[src/rtl/rdd_pkg.sv]
// Purpose: constants for the receive descriptor dma
// Assumes: 32-bit host memory, byte addressed, little endian
// Notes:   register offsets are byte addresses on the wishbone slave
package rdd_pkg;
  // descriptor layout
  localparam logic [31:0] DESC_LINK_OFF  = 32'h0000_0004;
  localparam logic [31:0] DESC_SIZE_OFF  = 32'h0000_000C;
  localparam logic [31:0] DESC_DATA_OFF  = 32'h0000_0010;
  localparam int          BIT_LAST       = 31;
  localparam int          BIT_SUSPEND    = 30;
  localparam int          BIT_HEADER     = 20;
  localparam int          BIT_DONE       = 15;
  localparam int          BIT_OK         = 13;
  localparam int          BIT_NO_ROOM    = 9;
  localparam int          BIT_RX_ERR     = 4;
  localparam int          BIT_DATA_DONE  = 15;
  localparam int          BIT_CNT_VALID  = 14;
  localparam int          SIZE_LSB       = 16;
  localparam int          CNT_W          = 14;
  localparam int          STAT_W         = 13;
  localparam logic [3:0]  SEL_LOW_HALF   = 4'h3;
  localparam logic [3:0]  SEL_ALL        = 4'hF;
  // register map
  localparam logic [7:0]  REG_CTRL       = 8'h00;
  localparam logic [7:0]  REG_BASE       = 8'h04;
  localparam logic [7:0]  REG_FIRST      = 8'h08;
  localparam logic [7:0]  REG_HDR        = 8'h0C;
  localparam logic [7:0]  REG_STATE      = 8'h10;
  localparam logic [7:0]  REG_FRAMES     = 8'h14;
  localparam logic [7:0]  REG_DROPS      = 8'h18;
  localparam int          CTRL_START     = 0;
  localparam int          CTRL_RESUME    = 1;
  localparam int          CTRL_ABORT     = 2;
  localparam int          CTRL_HDR_LOAD  = 3;
  // receive unit state as seen by software
  localparam logic [1:0]  RX_IDLE        = 2'h0;
  localparam logic [1:0]  RX_SUSPENDED   = 2'h1;
  localparam logic [1:0]  RX_NO_RES      = 2'h2;
  localparam logic [1:0]  RX_READY       = 2'h3;
  typedef enum logic [3:0] {
    ST_IDLE     = 4'h0,
    ST_RD_CMD   = 4'h1,
    ST_RD_LINK  = 4'h2,
    ST_RD_SIZE  = 4'h3,
    ST_RECV     = 4'h4,
    ST_WR_DATA  = 4'h5,
    ST_WR_COUNT = 4'h6,
    ST_WR_STAT  = 4'h7,
    ST_SUSP     = 4'h8,
    ST_NORES    = 4'h9
  } rdd_state_t;
endpackage

[src/rtl/rdd_packer.sv]
// Purpose: packs received bytes into little-endian 32-bit words
// Assumes: in_valid only while out_valid is low
// Notes:   a word with sel zero marks a frame end with nothing to store
module rdd_packer
  import rdd_pkg::*;
#(
  parameter int LANES = 4
) (
  input  wire logic               clk_i,
  input  wire logic               rst_i,
  input  wire logic               in_valid_i,
  input  wire logic [7:0]         in_data_i,
  input  wire logic               in_keep_i,
  input  wire logic               in_last_i,
  input  wire logic               out_ready_i,
  output logic                    out_valid_o,
  output logic                    out_last_o,
  output logic [LANES*8-1:0]      out_word_o,
  output logic [LANES-1:0]        out_sel_o,
  output logic                    almost_o
);
  logic [$clog2(LANES)-1:0] lane;
  logic                     put;

  assign put      = in_valid_i && !out_valid_o && in_keep_i;
  assign almost_o = (lane == $clog2(LANES)'(LANES - 1));

  ////////////////////////////////////////////////////////////////////////
  // byte lanes
  for (genvar g = 0; g < LANES; g++) begin : g_lane
    always_ff @(posedge clk_i) begin
      if (rst_i) begin
        out_word_o[g*8 +: 8] <= 8'h00;
        out_sel_o[g]         <= 1'b0;
      end else if (out_valid_o && out_ready_i) begin
        out_sel_o[g] <= 1'b0;
      end else if (put && lane == $clog2(LANES)'(g)) begin
        out_word_o[g*8 +: 8] <= in_data_i;
        out_sel_o[g]         <= 1'b1;
      end
    end
  end

  ////////////////////////////////////////////////////////////////////////
  // lane pointer and word hand-off
  always_ff @(posedge clk_i) begin
    if (rst_i) begin
      lane        <= '0;
      out_valid_o <= 1'b0;
      out_last_o  <= 1'b0;
    end else if (out_valid_o && out_ready_i) begin
      lane        <= '0;
      out_valid_o <= 1'b0;
      out_last_o  <= 1'b0;
    end else if (in_valid_i && !out_valid_o) begin
      if (put) begin
        lane <= lane + 1'b1;
      end
      if (in_last_i || (put && almost_o)) begin
        out_valid_o <= 1'b1;
        out_last_o  <= in_last_i;
      end
    end
  end
endmodule

[src/rtl/rdd_receive_dma.sv]
// Purpose: receive descriptor dma, simplified memory model
// Assumes: host memory reached as a classic wishbone master, frames as bytes
// Notes:   registers on a classic wishbone slave
// Behaviour
// - a descriptor with bit 31 set is the final free list entry.
// - bit 30 set suspends the receive unit after that frame.
// - bit 20 marks a header descriptor, honoured only after header size load.
// - bit 15 completion is set when the frame reception finishes.
// - bit 13 no-error set only for error free, fully stored frames.
// - a fitting frame in the last descriptor still gets no-error.
// - after the last descriptor, enter no-resource and pulse the interrupt.
// - in no-resource every frame is dropped until software restarts.
// - reception outcome goes in the low 16 bits of word zero.
// - the link word at offset 04h gives the next descriptor offset.
// - next descriptor address is receive base plus link offset.
// - a link back to the first descriptor makes a ring.
// - size at 0Ch is data capacity, excluding any header area.
// - frame data is stored contiguously right after the size word; an honoured header descriptor starts it hdr_size bytes later.
// - data-done is set after all frame data is written.
// - count-valid is set when the byte count is written.
// - actual count holds the bytes stored in the data area.
// - status bit 9 is set when the frame exceeds the buffer.
//
// The address map and the Wishbone register port were chosen for this implementation.
module rdd_receive_dma
  import rdd_pkg::*;
#(
  parameter int CNT_BITS = CNT_W
) (
  input  wire logic        clk_i,
  input  wire logic        rst_i,
  // register slave
  input  wire logic        wb_cyc_i,
  input  wire logic        wb_stb_i,
  input  wire logic        wb_we_i,
  input  wire logic [7:0]  wb_adr_i,
  input  wire logic [3:0]  wb_sel_i,
  input  wire logic [31:0] wb_dat_i,
  output logic [31:0]      wb_dat_o,
  output logic             wb_ack_o,
  // host memory master
  output logic             mem_cyc_o,
  output logic             mem_stb_o,
  output logic             mem_we_o,
  output logic [31:0]      mem_adr_o,
  output logic [3:0]       mem_sel_o,
  output logic [31:0]      mem_dat_o,
  input  wire logic [31:0] mem_dat_i,
  input  wire logic        mem_ack_i,
  // received frame bytes
  input  wire logic        rx_valid_i,
  input  wire logic [7:0]  rx_data_i,
  input  wire logic        rx_last_i,
  input  wire logic        rx_err_i,
  output logic             rx_ready_o,
  output logic             no_resource_o
);
  rdd_state_t          state;
  logic [31:0]         rx_base;
  logic [31:0]         first_off;
  logic [CNT_BITS-1:0] hdr_size;
  logic                hdr_valid;
  logic                pend_start;
  logic                pend_resume;
  logic [15:0]         frames;
  logic [15:0]         drops;
  logic [31:0]         desc;
  logic [31:0]         link;
  logic                d_last;
  logic                d_susp;
  logic                d_hdr;
  logic [CNT_BITS-1:0] cap;
  logic [CNT_BITS-1:0] cnt;
  logic [31:0]         wptr;
  logic                f_err;
  logic                f_ovf;
  logic                mid;
  logic                acc;
  logic                keep;
  logic                drop_st;
  logic                wr_acc;
  logic [31:0]         wb_merged;
  logic [31:0]         wb_cur;
  logic [31:0]         data_base;
  logic [31:0]         next_adr;
  logic [31:0]         next_dat;
  logic [3:0]          next_sel;
  logic                next_we;
  logic                mem_done;
  logic                pk_valid;
  logic                pk_last;
  logic [31:0]         pk_word;
  logic [3:0]          pk_sel;
  logic                pk_almost;
  logic                pk_pop;

  assign acc      = rx_valid_i && rx_ready_o;
  assign drop_st  = (state == ST_IDLE) || (state == ST_SUSP) || (state == ST_NORES);
  assign keep     = (state == ST_RECV) && (cnt < cap);
  assign mem_done = mem_cyc_o && mem_ack_i;
  assign wr_acc   = wb_cyc_i && wb_stb_i && wb_we_i && !wb_ack_o;
  assign pk_pop   = pk_valid && ((state == ST_RECV && pk_sel == '0)
                    || (state == ST_WR_DATA && mem_done));

  ////////////////////////////////////////////////////////////////////////
  // register slave
  always_comb begin
    case (wb_adr_i)
      REG_BASE:  wb_cur = rx_base;
      REG_FIRST: wb_cur = first_off;
      REG_HDR:   wb_cur = 32'(hdr_size);
      default:   wb_cur = '0;
    endcase
    for (int b = 0; b < 4; b++) begin
      wb_merged[b*8 +: 8] = wb_sel_i[b] ? wb_dat_i[b*8 +: 8] : wb_cur[b*8 +: 8];
    end
  end

  always_ff @(posedge clk_i) begin
    if (rst_i) begin
      wb_ack_o <= 1'b0;
      wb_dat_o <= '0;
    end else begin
      wb_ack_o <= wb_cyc_i && wb_stb_i && !wb_ack_o;
      case (wb_adr_i)
        REG_CTRL:   wb_dat_o <= {30'h0000_0000, pend_resume, pend_start};
        REG_BASE:   wb_dat_o <= rx_base;
        REG_FIRST:  wb_dat_o <= first_off;
        REG_HDR:    wb_dat_o <= {hdr_valid, 31'(hdr_size)};
        REG_STATE:  wb_dat_o <= {30'h0000_0000, (state == ST_IDLE) ? RX_IDLE :
                                 (state == ST_SUSP) ? RX_SUSPENDED :
                                 (state == ST_NORES) ? RX_NO_RES : RX_READY};
        REG_FRAMES: wb_dat_o <= {16'h0000, frames};
        REG_DROPS:  wb_dat_o <= {16'h0000, drops};
        default:    wb_dat_o <= '0;
      endcase
    end
  end

  always_ff @(posedge clk_i) begin
    if (rst_i) begin
      rx_base   <= '0;
      first_off <= '0;
      hdr_size  <= '0;
      hdr_valid <= 1'b0;
    end else if (wr_acc) begin
      if (wb_adr_i == REG_BASE) rx_base <= wb_merged;
      if (wb_adr_i == REG_FIRST) first_off <= wb_merged;
      if (wb_adr_i == REG_HDR) hdr_size <= wb_merged[CNT_BITS-1:0];
      if (wb_adr_i == REG_CTRL && wb_sel_i[0] && wb_dat_i[CTRL_HDR_LOAD]) begin
        hdr_valid <= 1'b1;
      end
    end
  end

  // start and resume commands wait until no frame is half dropped
  always_ff @(posedge clk_i) begin
    if (rst_i) begin
      pend_start  <= 1'b0;
      pend_resume <= 1'b0;
    end else if (wr_acc && wb_adr_i == REG_CTRL && wb_sel_i[0]) begin
      pend_start  <= wb_dat_i[CTRL_START] | (pend_start & !wb_dat_i[CTRL_ABORT]);
      pend_resume <= wb_dat_i[CTRL_RESUME] | (pend_resume & !wb_dat_i[CTRL_ABORT]);
    end else if (drop_st && !mid && !(acc && !rx_last_i)) begin
      if (pend_start) pend_start <= 1'b0;
      else if (state == ST_SUSP) pend_resume <= 1'b0;
    end
  end

  ////////////////////////////////////////////////////////////////////////
  // memory request set-up
  assign data_base = desc + DESC_DATA_OFF + ((d_hdr && hdr_valid) ? 32'(hdr_size) : '0);

  always_comb begin
    next_adr = desc;
    next_dat = '0;
    next_sel = SEL_ALL;
    next_we  = 1'b0;
    case (state)
      ST_RD_LINK:  next_adr = desc + DESC_LINK_OFF;
      ST_RD_SIZE:  next_adr = desc + DESC_SIZE_OFF;
      ST_WR_DATA: begin
        next_adr = data_base + wptr;
        next_dat = pk_word;
        next_sel = pk_sel;
        next_we  = 1'b1;
      end
      ST_WR_COUNT: begin
        next_adr = desc + DESC_SIZE_OFF;
        next_dat = '0;
        next_dat[BIT_DATA_DONE] = 1'b1;
        next_dat[BIT_CNT_VALID] = 1'b1;
        next_dat[CNT_BITS-1:0]  = cnt;
        next_sel = SEL_LOW_HALF;
        next_we  = 1'b1;
      end
      ST_WR_STAT: begin
        next_dat = '0;
        next_dat[BIT_DONE]    = 1'b1;
        next_dat[BIT_OK]      = !f_err && !f_ovf;
        next_dat[BIT_NO_ROOM] = f_ovf;
        next_dat[BIT_RX_ERR]  = f_err;
        next_sel = SEL_LOW_HALF;
        next_we  = 1'b1;
      end
      default: next_adr = desc;
    endcase
  end

  always_ff @(posedge clk_i) begin
    if (rst_i) begin
      mem_cyc_o <= 1'b0;
      mem_stb_o <= 1'b0;
      mem_we_o  <= 1'b0;
      mem_adr_o <= '0;
      mem_sel_o <= '0;
      mem_dat_o <= '0;
    end else if (mem_done) begin
      mem_cyc_o <= 1'b0;
      mem_stb_o <= 1'b0;
    end else if (!mem_cyc_o && (state inside {ST_RD_CMD, ST_RD_LINK, ST_RD_SIZE,
                                 ST_WR_DATA, ST_WR_COUNT, ST_WR_STAT})) begin
      mem_cyc_o <= 1'b1;
      mem_stb_o <= 1'b1;
      mem_we_o  <= next_we;
      mem_adr_o <= next_adr;
      mem_sel_o <= next_sel;
      mem_dat_o <= next_dat;
    end
  end

  ////////////////////////////////////////////////////////////////////////
  // receive unit sequence
  always_ff @(posedge clk_i) begin
    if (rst_i) begin
      state         <= ST_IDLE;
      desc          <= '0;
      link          <= '0;
      d_last        <= 1'b0;
      d_susp        <= 1'b0;
      d_hdr         <= 1'b0;
      cap           <= '0;
      no_resource_o <= 1'b0;
    end else begin
      no_resource_o <= 1'b0;
      case (state)
        ST_IDLE, ST_SUSP, ST_NORES: begin
          if (wr_acc && wb_adr_i == REG_CTRL && wb_sel_i[0] && wb_dat_i[CTRL_ABORT]) begin
            state <= ST_IDLE;
          end else if (!mid && !(acc && !rx_last_i)) begin
            if (pend_start) begin
              desc  <= rx_base + first_off;
              state <= ST_RD_CMD;
            end else if (pend_resume && state == ST_SUSP) begin
              desc  <= rx_base + link;
              state <= ST_RD_CMD;
            end
          end
        end
        ST_RD_CMD: if (mem_done) begin
          d_last <= mem_dat_i[BIT_LAST];
          d_susp <= mem_dat_i[BIT_SUSPEND];
          d_hdr  <= mem_dat_i[BIT_HEADER];
          state  <= ST_RD_LINK;
        end
        ST_RD_LINK: if (mem_done) begin
          link  <= mem_dat_i;
          state <= ST_RD_SIZE;
        end
        ST_RD_SIZE: if (mem_done) begin
          cap   <= mem_dat_i[SIZE_LSB +: CNT_BITS];
          state <= ST_RECV;
        end
        ST_RECV: if (pk_valid) begin
          state <= (pk_sel != '0) ? ST_WR_DATA : ST_WR_COUNT;
        end
        ST_WR_DATA: if (mem_done) begin
          state <= pk_last ? ST_WR_COUNT : ST_RECV;
        end
        ST_WR_COUNT: if (mem_done) begin
          state <= ST_WR_STAT;
        end
        ST_WR_STAT: if (mem_done) begin
          if (d_last) begin
            state         <= ST_NORES;
            no_resource_o <= 1'b1;
          end else if (d_susp) begin
            state <= ST_SUSP;
          end else begin
            desc  <= rx_base + link;
            state <= ST_RD_CMD;
          end
        end
        default: state <= ST_IDLE;
      endcase
    end
  end

  ////////////////////////////////////////////////////////////////////////
  // frame bookkeeping
  always_ff @(posedge clk_i) begin
    if (rst_i) begin
      cnt   <= '0;
      wptr  <= '0;
      f_err <= 1'b0;
      f_ovf <= 1'b0;
    end else if (state == ST_RD_SIZE) begin
      cnt   <= '0;
      wptr  <= '0;
      f_err <= 1'b0;
      f_ovf <= 1'b0;
    end else if (state == ST_RECV && acc) begin
      if (keep) cnt <= cnt + 1'b1;
      if (!keep) f_ovf <= 1'b1;
      if (rx_err_i) f_err <= 1'b1;
    end else if (state == ST_WR_DATA && mem_done) begin
      wptr <= wptr + 32'h0000_0004;
    end
  end

  always_ff @(posedge clk_i) begin
    if (rst_i) begin
      rx_ready_o <= 1'b0;
      mid        <= 1'b0;
      frames     <= '0;
      drops      <= '0;
    end else begin
      if (acc) mid <= !rx_last_i;
      if (state == ST_WR_STAT && mem_done) frames <= frames + 1'b1;
      if (drop_st && acc && rx_last_i) drops <= drops + 1'b1;
      if (drop_st) begin
        rx_ready_o <= 1'b1;
      end else if (state == ST_RD_SIZE) begin
        rx_ready_o <= mem_done;
      end else if (state == ST_RECV && acc && (rx_last_i || (keep && pk_almost))) begin
        rx_ready_o <= 1'b0;
      end else if (state == ST_WR_DATA && mem_done) begin
        rx_ready_o <= !pk_last;
      end else if (state != ST_RECV) begin
        rx_ready_o <= 1'b0;
      end
    end
  end

  rdd_packer #(
    .LANES(4)
  ) u_packer (
    .clk_i       (clk_i),
    .rst_i       (rst_i),
    .in_valid_i  (acc && state == ST_RECV),
    .in_data_i   (rx_data_i),
    .in_keep_i   (keep),
    .in_last_i   (rx_last_i),
    .out_ready_i (pk_pop),
    .out_valid_o (pk_valid),
    .out_last_o  (pk_last),
    .out_word_o  (pk_word),
    .out_sel_o   (pk_sel),
    .almost_o    (pk_almost)
  );
endmodule

[config.mk]
export PLATFORM = sky130hd
export DESIGN_NAME = rdd_receive_dma
export DESIGN_NICKNAME = d
export VERILOG_FILES = /design/src/rtl/rdd_pkg.sv /design/src/rtl/rdd_packer.sv /design/src/rtl/rdd_receive_dma.sv
export SDC_FILE = /design/constraint.sdc
export NUM_CORES = 1
export LEC_CHECK = 0
export ABC_AREA = 1
export ABC_CLOCK_PERIOD_IN_PS = 7600
export BUFFER_PORTS_ARGS = -buffer_cell sky130_fd_sc_hd__buf_2
export CELL_PAD_IN_SITES_DETAIL_PLACEMENT = 1
export CELL_PAD_IN_SITES_GLOBAL_PLACEMENT = 2
export CORE_ASPECT_RATIO = 1.5
export CORE_MARGIN = 3
export CORE_UTILIZATION = 37
export CTS_BUF_LIST = sky130_fd_sc_hd__clkbuf_8
export DETAILED_ROUTE_END_ITERATION = 10
export GPL_TIMING_DRIVEN = 0
export PLACE_DENSITY = 0.87
export SLEW_MARGIN = 5
export SYNTH_ARGS = -nofsm -noshare
export SYNTH_HDL_FRONTEND = slang
export SYNTH_SLANG_ARGS = --single-unit
[constraint.sdc]
create_clock -name clk_i -period 7.6 [get_ports clk_i]
set_input_delay 0.38 -clock clk_i [delete_from_list [all_inputs] [get_ports clk_i]]
set_output_delay 0.38 -clock clk_i [all_outputs]
set_load 0.01 [all_outputs]
==> results by group <==
Worst setup path
  • Crit-path max FO: 10
  • Worst setup path class: register to register
  • Arrival @ worst endpoint: 4670 ps
  • Crit start category: register
  • Slowest-stage cell, CP: fa_1
  • Crit path capture type: register
  • Most used cell along the critical path: nand2_1
  • Crit path cell chain: nand2_1, inv_1, clkbuf_1, nand2_1, fa_1, inv_1, ha_1, ha_1, inv_1, fa_1, nand3b_1, nand2_1, nand2_1, nand2_1, nand2_1, nand2_1, nand3_1, nand3b_1, nand3_1, a21oi_1
  • Req. time, crit path: a little over 8000 ps
  • CP max stage delay: 510 ps

GRT
  • Largest net degree at the start of global routing: 12
  • Overall routing resource usage: between 30% and 40%
  • Initial antenna violation count: 4
  • Vias in the first global route: 28217
  • Total grt overflow: 0
  • First-pass GRT wire length: 171000 um

Clock network
  • Longest Clk Path Bufs: 3
  • H-tree depth reported by CTS: 3
  • Root Buffer: clkbuf_8
  • CTS tree: done
  • CTS sink cnt: 390
  • CTS Buf Count: 71
  • Clock-pin transition on the worst setup and hold timing paths: ~60 ps
  • Clk Latency, worst-skew pair: 710 ps

Timing
  • Hold WS: 48.5 ps
  • Period minus WS final: approximately 4100 ps
  • Post-route setup slack: 3550 ps
  • Tcrit/Tclk final: 53.3%
  • Max-slew headroom: 9.93%
  • Worst-margin pin slew: between 1000 and 1500 ps
  • Layout Skew: 31.2 ps
  • Highest clock rate: ~250 MHz
  • Final setup viols: 0
  • Max-slew violations: 0
  • RSZ-0062 raised after global routing: no
  • Setup total negative slack: 0 ps
  • Fin. Hold Viols: 0

Detailed routing
  • Met3 wire len: 4050 um
  • Detailed-router iteration count before antenna repair: 7
  • Violation count after the first detailed-route iteration: 1460
  • DR vias/cell: 5.36
  • WL final: 116000 um
  • Max layer used: met4
  • Routed length on met2: around 60000 um
  • Vias: 27719
  • Antenna-violating nets left: 0
  • Drt drc: 0
  • Avg WL per Cell: 22.5 um
  • M1 WL: 44300 um

Die
  • Site Rows: 116
  • IO Count: slightly below 200
  • Core area: 0.0672 sq mm
  • Die ar.: 0.0714 sq mm
  • Initial Utilization: 37.5%
  • Die W: between 200 and 250 um
  • Die height: 326 um

Outcome
  • Status: complete, no violations

Synth
  • Register area share after synthesis: 30.9%
  • Synth top cells by count: nand2_1, inv_1, a21oi_1, dfxtp_1, nor2_1
  • Avg Cell Area, Syn: 6.43 sq um
  • Cell taking the most area after synthesis: dfxtp_1
  • Async set or reset register ratio after synthesis: 0%
  • EDFF count, synth: 0
  • Synth cell types: 60
  • Area fraction of the dominant cell type after synthesis: 30.9%
  • Cell count after synthesis: 3921
  • Area contributors post-synth: dfxtp_1, nand2_1, a21oi_1
  • Most frequent cell after synthesis: nand2_1
  • Syn Nets: 4192
  • Yosys warnings: 0
  • Dominant synthesized flop cell: dfxtp_1
  • Post-Synthesis Cell Area: 0.0252 sq mm
  • Yosys reg bits: 390

Power and ir drop
  • VDD IR max: around 0.17 mV
  • Tot Pwr: 4.46 mW
  • PwrDens: between 150 and 200 mW/mm^2
  • Leakage power: about 13 nW

Placement
  • Hpwl dp: 95400 um
  • I/O Buffers: 193
  • Final GP Congestion: approximately 0.95
  • Placed Instance Area: 0.0273 sq mm
  • Pre-CTS setup slack: about 3600 ps

Cells and area
  • Multi-input logic area: 0.0146 sq mm
  • Final #Nets: 4499
  • Number of fill cells in the layout: 9028
  • FF+latch area: between 0.007 and 0.008 sq mm
  • Share of cells above drive strength 1: 9.22%
  • Final Instance Area: 0.0292 sq mm
  • Area Growth Syn to Fin: 15.8%

Run
  • MaxCap Viol Count: 0

Min path
  • Hold Path Class: input port to register
[placed cells by master, fill, tap and decap left out, types with 22 or more instances in the layout]
| cell type | count |
|---|---|
| dfxtp_1 | 390 |
| clkbuf_8 | 81 |
| nand3_1 | 225 |
| nand4_1 | 41 |
| xor2_1 | 22 |
| a21oi_1 | 486 |
| inv_1 | 601 |
| o21ai_0 | 322 |
| clkbuf_1 | 93 |
| nor2_1 | 326 |
| ha_1 | 162 |
| buf_2 | 208 |
| nor3_1 | 64 |
| o22ai_1 | 42 |
| nand2_1 | 901 |
| dlygate4sd3_1 | 41 |
[cell families after synthesis]
group,after synthesis,share of synthesized area [%]
and+or+nand+nor,1647,27.8
AOI/OAI and AO/OA,944,19.7
buffers and inverters,730,11.1
DFF,390,30.9
adders and majority gates,178,9.30
xor gates and xnor gates,32,1.11
[stage by stage]
stage          util (%)  cells
6_report           43.5   5170
5_1_grt            43.5   5169
4_1_cts            43.5   5168
3_5_place_dp       40.6   4999
3_3_place_gp       40.6   4999
2_1_floorplan         -   3921
[registers in the layout, indices dropped and copies added (netlist names), 14 cells and up]
| signal | count |
|---|---|
| desc | 32 |
| first_off | 32 |
| link | 32 |
| mem_adr_o | 32 |
| mem_dat_o | 32 |
| rx_base | 32 |
| u_packer.out_word_o | 32 |
| wb_dat_o | 32 |
| wptr | 30 |
| drops | 16 |
| frames | 16 |
| cap | 14 |
| cnt | 14 |
| hdr_size | 14 |
[worst max-delay path, delay by kind of cell (launching register included)]
family / cells / cell delay (ps)
AND/OR/NAND/NOR: 11 / 1570
flip-flops: 1 / 330
adder cells (fa/ha/maj): 4 / 1360
AO/OA/AOI/OAI: 1 / 210
buffers and inverters: 4 / 490
[routing by layer]
metal / vias to the layer above / global-route usage, %
met2: 626 / 57.9
met3: 275 / 3.52
met1: 13368 / 34.3
met5: - / 0
met4: 0 / 21.0
li1: 13450 / -
[report_power, final]
group	internal (mW)	switching, mW
clock	1.16	1.03
combinational	0.0603	0.145
sequential	2.05	0.00745
total	3.28	1.18
[final timing paths]
path | from | endpoint | slack [ps] | cells past startpoint
max | hdr_valid | mem_adr_o[22] | 3550 | 20
min | wb_dat_i[23] | first_off[23] | 50 | 3
max reg2reg | hdr_valid | mem_adr_o[22] | 3550 | 20
min reg2reg | u_packer.out_word_o[12] | u_packer.out_word_o[12] | 460 | 2
[timing repair]
action	in CTS	in global routing
hold buffers	41	0
endpoints found under the hold margin	60	0
resized for setup	0	0
setup buffers	0	0
[layout make-up]
cell class	instances	area share, %
tap	885	3.79
sequential	390	26.7
multi-input combinational	2801	50.1
inverter	603	7.77
clock inverter	47	1.32
antenna	2	0.0171
clock buffer	81	3.81
timing repair buffer	234	4.71
buffer	127	1.81
(Power assumes the default switching activity.)
